## config.mk

```make
export PLATFORM = sky130hd
export DESIGN_NAME = cfsync_cpu_flat
export DESIGN_NICKNAME = d
export VERILOG_FILES = /design/src/cfsync_pkg.sv /design/src/cfsync_if.sv /design/src/cfsync_cpu.sv /design/src/flat_wrapper.sv
export SDC_FILE = /design/constraint.sdc
export NUM_CORES = 1
export LEC_CHECK = 0
export BUFFER_PORTS_ARGS = -buffer_cell sky130_fd_sc_hd__buf_2
export CAP_MARGIN = 10
export CORE_UTILIZATION = 40
export DETAILED_ROUTE_END_ITERATION = 7
export SLEW_MARGIN = 0
export SYNTH_ARGS = -nofsm -noshare
export SYNTH_HDL_FRONTEND = slang
export SYNTH_SLANG_ARGS = --single-unit
```

## constraint.sdc

```tcl
create_clock -name mclk -period 2.6 [get_ports mclk]
set_input_delay 0.52 -clock mclk [delete_from_list [all_inputs] [get_ports mclk]]
set_output_delay 0.52 -clock mclk [all_outputs]
set_load 0.005 [all_outputs]
```

## src/cfsync_pkg.sv

```systemverilog
// Constants and types shared by the CPU end and the fieldbus master end of the cycle synchronizer.
// Assumes one system clock for both ends.
package cfsync_pkg;
   // ------------------------------------------------------------
   // Modes of the serial interface function
   // ------------------------------------------------------------
   typedef enum logic [2:0] {
      CFS_MODE_OFF    = 3'h0,
      CFS_MODE_PTP    = 3'h1,
      CFS_MODE_ASYNC  = 3'h2,
      CFS_MODE_IN     = 3'h3,
      CFS_MODE_OUT    = 3'h4,
      CFS_MODE_MUTUAL = 3'h5
   } cfs_mode_t;
   localparam cfs_mode_t CFS_MODE_RESET = CFS_MODE_ASYNC;
   localparam int CFS_NUM_MASTERS = 2;
   localparam int CFS_DATA_W = 16;
   // ------------------------------------------------------------
   // Avalon-MM register offsets (word index = byte address / 4)
   // ------------------------------------------------------------
   localparam logic [3:0] CFS_REG_CTRL = 4'h0;
   localparam logic [3:0] CFS_REG_STATUS = 4'h1;
   localparam logic [3:0] CFS_REG_OUTDATA = 4'h2;
   localparam logic [3:0] CFS_REG_INDATA = 4'h3;
   localparam logic [3:0] CFS_REG_CYCLES = 4'h4;
   localparam logic [3:0] CFS_REG_MCFG = 4'h5;
   localparam logic [3:0] CFS_REG_MSTAT = 4'h6;
   // Field positions.
   localparam int CFS_CTRL_MODE_LSB = 0;
   localparam int CFS_CTRL_RUN_BIT = 4;
   localparam int CFS_CTRL_DONE_BIT = 5;
   localparam int CFS_MCFG_ENA_LSB = 0;
   localparam int CFS_MCFG_LEN_LSB = 16;
   // Reset values.
   localparam logic [15:0] CFS_MCYC_LEN_RESET = 16'h0010;
   localparam logic [15:0] CFS_CPU_DATA_RESET = 16'h0000;
endpackage : cfsync_pkg

```

## src/cfsync_if.sv

```systemverilog
// Interface joining the CPU end to the fieldbus master units.
// Assumes both ends run on the same mclk.
`timescale 1ns/1ns
`default_nettype none
interface cfsync_if #(parameter int NM = cfsync_pkg::CFS_NUM_MASTERS, parameter int DW = cfsync_pkg::CFS_DATA_W);
   // Mode and run state from the CPU.
   logic [2:0] mode;
   logic run;
   // Output data with its sync pulse, CPU to masters.
   logic out_sync;
   logic [DW-1:0] out_data;
   // Per-master input sync pulses with data, masters to CPU.
   logic [NM-1:0] in_sync;
   logic [NM*DW-1:0] in_data;
   // Configured masters.
   logic [NM-1:0] master_ena;
   modport cpu (output mode, output run, output out_sync, output out_data, output master_ena,
                input in_sync, input in_data);
   modport master (input mode, input run, input out_sync, input out_data, input master_ena,
                   output in_sync, output in_data);
endinterface : cfsync_if
`default_nettype wire

```

## src/cfsync_cpu.sv

```systemverilog
// CPU end of the cycle synchronizer: program-scan sequencer with an Avalon-MM register slave.
// Assumes the master end shares mclk and answers on the cfsync_if master modport.
// What this block does
// - Async mode: CPU and masters never wait
// - Cycle is read inputs, program, write outputs
// - Each master keeps its own cycle timing
// - Mutual mode: both sides wait each other
// - Mutual cycle equals CPU plus longest master
// - Mutual mode: one consistent data set per cycle
// - Raise bus watchdog for long waits
// - Output sync: master cycle follows CPU cycle
// - Output sync: masters synced after CPU start-up
// - Output sync: master idles until next pulse
// - Output sync: CPU sends outputs with pulse
// - Input sync: CPU paced by slowest master
// - Input sync: sync with all masters entering RUN
// - Input sync: CPU waits for next input pulse
// - Input sync: raise scan cycle monitoring time
// - Mode setting six choices, async default
// - Point-to-point disables the master function
`timescale 1ns/1ns
`default_nettype none
module cfsync_cpu
   import cfsync_pkg::*;
#(
   parameter int NM = cfsync_pkg::CFS_NUM_MASTERS,
   parameter int DW = cfsync_pkg::CFS_DATA_W
) (
   // Clock and reset
   input wire logic mclk,
   input wire logic rst_n,
   // Avalon-MM slave
   input wire logic [3:0] avs_address,
   input wire logic avs_read,
   input wire logic avs_write,
   input wire logic [31:0] avs_writedata,
   output logic [31:0] avs_readdata,
   output logic avs_waitrequest,
   // Link to the masters
   cfsync_if.cpu link
);
   import cfsync_pkg::*;
   // ------------------------------------------------------------
   // Scan sequencer states
   // ------------------------------------------------------------
   typedef enum logic [1:0] {CFS_IDLE, CFS_READ_IN, CFS_EXEC, CFS_WAIT_IN} cfs_state_t;
   cfs_state_t state_q, state_d;
   logic [2:0] mode_q;
   logic run_q;
   logic [NM-1:0] ena_q;
   logic [15:0] mlen_q;
   logic [DW-1:0] out_reg_q, out_data_q, in_img_q;
   logic [NM*DW-1:0] in_cap_q;
   logic [NM-1:0] got_q;
   logic out_sync_q;
   logic [15:0] cycles_q;
   logic ack_q;
   logic [31:0] rdata_q;
   // ------------------------------------------------------------
   // Decoding
   // ------------------------------------------------------------
   wire logic acc = (avs_read | avs_write) & ~ack_q;
   wire logic wr = avs_write & ~ack_q;
   wire logic wr_ctrl = wr & (avs_address == CFS_REG_CTRL);
   wire logic wr_out = wr & (avs_address == CFS_REG_OUTDATA);
   wire logic wr_mcfg = wr & (avs_address == CFS_REG_MCFG);
   wire logic done = wr_ctrl & avs_writedata[CFS_CTRL_DONE_BIT];
   wire logic [2:0] mode_wr = avs_writedata[CFS_CTRL_MODE_LSB +: 3];
   // Reserved mode codes are dropped so the link never carries an undefined mode.
   wire logic mode_ok = (mode_wr <= 3'(CFS_MODE_MUTUAL));
   wire logic dp_on = (mode_q != CFS_MODE_OFF) && (mode_q != CFS_MODE_PTP);
   wire logic wait_in = dp_on && ((mode_q == CFS_MODE_IN) || (mode_q == CFS_MODE_MUTUAL));
   wire logic [NM-1:0] need = ena_q;
   wire logic [NM-1:0] got_now = got_q | (link.in_sync & ena_q);
   wire logic all_in = ((got_now & need) == need);
   // Output data go out with the pulse at the end of every program pass, except in the off and point-to-point modes.
   wire logic send_out = (state_q == CFS_EXEC) && done && dp_on && run_q;
   assign link.mode = mode_q;
   assign link.run = run_q;
   assign link.out_sync = out_sync_q;
   assign link.out_data = out_data_q;
   assign link.master_ena = ena_q;
   assign avs_waitrequest = acc;
   assign avs_readdata = rdata_q;
   // ------------------------------------------------------------
   // Sequencer
   // ------------------------------------------------------------
   always_comb begin
      state_d = state_q;
      case (state_q)
         CFS_IDLE: begin
            if (run_q) begin
               state_d = wait_in ? CFS_WAIT_IN : CFS_READ_IN;
            end
         end
         CFS_READ_IN: state_d = CFS_EXEC;
         CFS_EXEC: begin
            if (!run_q) begin
               state_d = CFS_IDLE;
            end else if (done) begin
               state_d = wait_in ? CFS_WAIT_IN : CFS_READ_IN;
            end
         end
         // The wait has no time limit, so scan-time supervision in software must allow for the slowest master.
         CFS_WAIT_IN: begin
            if (!run_q) begin
               state_d = CFS_IDLE;
            end else if (!wait_in || all_in) begin
               state_d = CFS_READ_IN;
            end
         end
         default: state_d = CFS_IDLE;
      endcase
   end
   always_ff @(posedge mclk or negedge rst_n) begin
      if (!rst_n) begin
         state_q <= CFS_IDLE;
      end else begin
         state_q <= state_d;
      end
   end
   // ------------------------------------------------------------
   // Input capture: set wins over the clear taken at input read.
   // ------------------------------------------------------------
   always_ff @(posedge mclk or negedge rst_n) begin
      if (!rst_n) begin
         got_q <= '0;
         in_cap_q <= '0;
      end else begin
         for (int i = 0; i < NM; i++) begin
            if (link.in_sync[i] && ena_q[i]) begin
               got_q[i] <= 1'b1;
               in_cap_q[i*DW +: DW] <= link.in_data[i*DW +: DW];
            end else if (state_q == CFS_READ_IN || !run_q) begin
               got_q[i] <= 1'b0;
            end
         end
      end
   end
   // The image is latched once per cycle so the program sees one data set.
   always_ff @(posedge mclk or negedge rst_n) begin
      if (!rst_n) begin
         in_img_q <= CFS_CPU_DATA_RESET;
      end else if (state_q == CFS_READ_IN) begin
         in_img_q <= in_cap_q[DW-1:0];
      end
   end
   always_ff @(posedge mclk or negedge rst_n) begin
      if (!rst_n) begin
         out_sync_q <= 1'b0;
         out_data_q <= CFS_CPU_DATA_RESET;
         cycles_q <= 16'h0000;
      end else begin
         out_sync_q <= send_out;
         if (send_out) begin
            out_data_q <= out_reg_q;
         end
         if (state_q == CFS_READ_IN) begin
            cycles_q <= cycles_q + 16'h0001;
         end
      end
   end
   // ------------------------------------------------------------
   // Registers
   // ------------------------------------------------------------
   always_ff @(posedge mclk or negedge rst_n) begin
      if (!rst_n) begin
         mode_q <= CFS_MODE_RESET;
         run_q <= 1'b0;
         ena_q <= '1;
         mlen_q <= CFS_MCYC_LEN_RESET;
         out_reg_q <= CFS_CPU_DATA_RESET;
      end else begin
         if (wr_ctrl && mode_ok) begin
            mode_q <= mode_wr;
         end
         if (wr_ctrl) begin
            run_q <= avs_writedata[CFS_CTRL_RUN_BIT];
         end
         if (wr_out) begin
            out_reg_q <= avs_writedata[DW-1:0];
         end
         if (wr_mcfg) begin
            ena_q <= avs_writedata[CFS_MCFG_ENA_LSB +: NM];
            mlen_q <= avs_writedata[CFS_MCFG_LEN_LSB +: 16];
         end
      end
   end
   // Master cycle length is exported through the config word only; masters use their own.
   logic [31:0] rd_mux;
   always_comb begin
      rd_mux = 32'h00000000;
      case (avs_address)
         CFS_REG_CTRL: rd_mux = {26'h0000000, 1'b0, run_q, 1'b0, mode_q};
         CFS_REG_STATUS: rd_mux = {16'h0000, 8'h00, 4'h0, ~wait_in | all_in, dp_on, 2'(state_q)};
         CFS_REG_OUTDATA: rd_mux = 32'(out_reg_q);
         CFS_REG_INDATA: rd_mux = 32'(in_img_q);
         CFS_REG_CYCLES: rd_mux = {16'h0000, cycles_q};
         CFS_REG_MCFG: rd_mux = {mlen_q, 16'(ena_q)};
         CFS_REG_MSTAT: rd_mux = 32'(got_q);
         default: rd_mux = 32'h00000000;
      endcase
   end
   always_ff @(posedge mclk or negedge rst_n) begin
      if (!rst_n) begin
         ack_q <= 1'b0;
         rdata_q <= 32'h00000000;
      end else begin
         ack_q <= acc;
         if (acc) begin
            rdata_q <= rd_mux;
         end
      end
   end
endmodule : cfsync_cpu
`default_nettype wire

```

## src/flat_wrapper.sv

```systemverilog
// flat-port wrapper written by rule: the top's interface ports become plain ports
module cfsync_cpu_flat import cfsync_pkg::*;
#(
   parameter int NM = cfsync_pkg::CFS_NUM_MASTERS,
   parameter int DW = cfsync_pkg::CFS_DATA_W
)
  (mclk, rst_n, avs_address, avs_read, avs_write, avs_writedata, avs_readdata, avs_waitrequest, link_mode, link_run, link_out_sync, link_out_data, link_master_ena, link_in_sync, link_in_data);
  cfsync_if #(.NM(NM), .DW(DW)) link_i ();
  input wire logic mclk;
  input wire logic rst_n;
  input wire logic [3:0] avs_address;
  input wire logic avs_read;
  input wire logic avs_write;
  input wire logic [31:0] avs_writedata;
  output logic [31:0] avs_readdata;
  output logic avs_waitrequest;
  output wire logic [$bits(link_i.mode)-1:0] link_mode;
  output wire logic [$bits(link_i.run)-1:0] link_run;
  output wire logic [$bits(link_i.out_sync)-1:0] link_out_sync;
  output wire logic [$bits(link_i.out_data)-1:0] link_out_data;
  output wire logic [$bits(link_i.master_ena)-1:0] link_master_ena;
  input wire logic [$bits(link_i.in_sync)-1:0] link_in_sync;
  input wire logic [$bits(link_i.in_data)-1:0] link_in_data;
  assign link_mode = link_i.mode;
  assign link_run = link_i.run;
  assign link_out_sync = link_i.out_sync;
  assign link_out_data = link_i.out_data;
  assign link_master_ena = link_i.master_ena;
  assign link_i.in_sync = link_in_sync;
  assign link_i.in_data = link_in_data;
  cfsync_cpu #(.NM(NM), .DW(DW)) u_core (.mclk(mclk), .rst_n(rst_n), .avs_address(avs_address), .avs_read(avs_read), .avs_write(avs_write), .avs_writedata(avs_writedata), .avs_readdata(avs_readdata), .avs_waitrequest(avs_waitrequest), .link(link_i));
endmodule
```

==> reports/results.tsv <==
metric	value	unit
DP HPWL	9050	um
Syn Nets	524	
Period minus WS final	2.07	ns
latest clock arrival within the worst-skew pair	0.41	ns
layout cells sized above 1	0.397	
number of CTS-inserted buffers	17	
largest net degree at the start of global routing	70	
layout net count	646	
sequential area share after synthesis	0.608	
CP Capture Type	register	
Comb power frac	0.149	
final worst-path cycle share	0.797	
CTS Sinks	140	
Syn Inst Count	449	
clk slew on worst S/H paths	0.06	ns
via-per-instance ratio	5.22	
clock network power share	0.358	
CP Data Required Time	2.90	ns
core area	0.0140	mm2
Max Fclk	0.483	GHz
Worst Path Arrival	2.37	ns
wire per inst	16.8	um
Total Wirelength	12800	um
total gr overflow	0	
first-pass GRT wire length	20800	um
htree depth	4	
Cell variety after synth	53	
Worst Setup SP	u_core.ack_q	
Max IR drop VDD	0.491	mV
IO Pins	130	
CTS root buf	clkbuf_16	
switching power total	1650	uW
Routed Antenna Nets	0	
#FFs+latches synth	140	
CP Class	register to register	
Net Sw Frac	0.270	
Final Max Tran Viols	0	
width of the die	122	um
Worst-Margin Slew	0.796	ns
Pleak	0.00362	uW
power per cell area	858	mW/mm2
die area	0.0149	mm2
Int Pwr	4450	uW
async set or reset register ratio after synthesis	1.00	
clock skew	0.00844	ns
RR Startpoint	u_core.ack_q	
number of synthesized flops with an enable pin	0	
Mapped Area	0.00577	mm2
CTS tree	built	
Post-synth top flop	dfrtp_1	
startpoint types	register	
number of setup buffers added after CTS	0	
Hold Crit Class	input port to asynchronous set/reset pin	
Die Height	122	um
initial antenna violation count	0	
Initial Util	0.413	
GPL Wtd Cong	0.837	
Final Hold Viols	0	
# diodes	0	
outcome	completed	
Port Buf Inserts	113	
CTS Hold Bufs	0	
area grow syn2layout	23.2	%
crit-path max FO	12	
Power, Total	6100	uW
cts repair resizes	0	
Iter 0 DRT Violations	243	
final setup TNS	0	ns
# setup viols final	0	
# DRC	0	
Rel. slew slack	0.470	
number of global-route vias before repair	3912	
gr usage total	0.185	
Seq pwr share	0.492	
drt pass-1 iters	5	
total number of vias	3987	
Rows	43	
Syn. warnings	0	
final hold slack	0.0950	ns
unrepaired setup endpoints after global routing	false	
Max clock buf depth	2	
Max-Cap Viols	0	
Synth Area per Inst	12.9	um2
[placed cells by master (no fill, tap or decap), drive strengths merged, types with 3 or more instances in the layout]
master,count
a21oi,3
a222oi,13
a22o,18
and3,3
buf,125
clkbuf,24
clkinv,7
dfrtp,136
dfstp,4
inv,3
mux2,69
nand2,79
nand3,8
nand3b,5
nand4,3
nor2,11
nor2b,4
nor3b,3
o21ai,16
xnor2,10
xor2,6
[registers in the layout (all words and copies together) (netlist names)]
register and flops:
u_core.got_q 2, u_core.avs_readdata 32, u_core.link.out_data 16, u_core.mlen_q 16, u_core.in_img_q 16, u_core.state_q 2, u_core.link.master_ena 2, u_core.out_reg_q 16
u_core.ack_q 1, u_core.link.out_sync 1, u_core.link.mode 3, u_core.link.run 1, u_core.in_cap_q 16, u_core.cycles_q 16
[metrics by stage]
stage,std cells,util,instance area (um2),setup WS (ns)
after floorplan,449,-,5770,0.697
after global routing,764,0.508,7110,0.456
after global placement,732,0.470,6580,0.277
final,764,0.508,7110,0.528
after CTS,764,0.508,7110,0.504
after detailed placement,732,0.470,6580,0.238
[cell type report]
class,count,area [um2]
Clock inverter,8,68.8
Multi-Input combinational cell,284,2150
Timing Repair Buffer,125,687
Fill cell,1251,6880
Clock buffer,24,462
Inverter,3,11.3
Tap cell,180,225
Sequential cell,140,3510
[cells in the mapped netlist, drive strengths merged, types with 2 or more instances]
| cell | number | share of area |
|---|---|---|
| dfstp | 4 | 0.018 |
| inv | 3 | 0.0020 |
| nor2 | 11 | 0.0085 |
| nor2b | 4 | 0.0043 |
| a22oi | 2 | 0.0026 |
| nand3b | 5 | 0.0065 |
| dfrtp | 136 | 0.59 |
| buf | 9 | 0.011 |
| xor2 | 6 | 0.0091 |
| nor4 | 2 | 0.0022 |
| nand4b | 2 | 0.0041 |
| a22o | 18 | 0.027 |
| o22a | 2 | 0.0030 |
| o21ai | 16 | 0.014 |
| nand4 | 3 | 0.0043 |
| a222oi | 13 | 0.023 |
| and3 | 3 | 0.0033 |
| nand2b | 2 | 0.0022 |
| nor3b | 3 | 0.0039 |
| and2b | 2 | 0.0026 |
| or3 | 2 | 0.0022 |
| nand3 | 8 | 0.0069 |
| mux2 | 69 | 0.14 |
| a21oi | 3 | 0.0026 |
| clkbuf | 13 | 0.0085 |
| nand2 | 79 | 0.051 |
| xnor2 | 10 | 0.015 |
[logic make-up (layout without fill, tap and decap cells)]
family	Yosys count	count (layout)	synth area share
AND/OR/NAND/NOR	131	131	0.110
adder cells (fa/ha/maj)	1	1	0.00217
XOR/XNOR	16	16	0.0243
buffers and inverters	25	160	0.0217
flip-flops	140	140	0.608
AO/OA/AOI/OAI	65	65	0.0884
multiplexers	71	71	0.146
[critical path, stage by stage, from the launching register on]
cell,delay (ns)
dfrtp_1,0.37
and2b_1,0.30
nand4_2,0.16
or3_1,0.58
buf_12,0.24
mux2_4,0.29
[final timing paths]
kind,to,slack (ns),cells past startpoint
hold / removal,u_core.link.out_data[12],0.1,1
min in group mclk,u_core.mlen_q[15],0.33,2
setup reg to reg,u_core.link.out_data[11],0.53,5
hold reg to reg,u_core.in_img_q[4],0.47,2
max in group asynchronous,u_core.in_img_q[7],1.71,2
setup / recovery,u_core.link.out_data[11],0.53,5
[power groups by stage]
stage | sequential (uW) | clock [uW] | combinational (uW)
global placement | 3020 | 0 | 893
global route | 3070 | 2330 | 1050
detailed placement | 3040 | 0 | 923
finish | 3000 | 2190 | 912
CTS | 3000 | 2230 | 930
floorplan | 2900 | 0 | 651
[per-layer routing]
layer / track usage / up-vias / routed length (um)
li1: - / 1861 / -
met1: 0.256 / 1987 / 5820
met2: 0.276 / 123 / 5930
met3: 0.0468 / 16 / 836
met4: 0.0793 / 0 / 231
met5: 0 / - / 0
(Power assumes the default switching activity.)
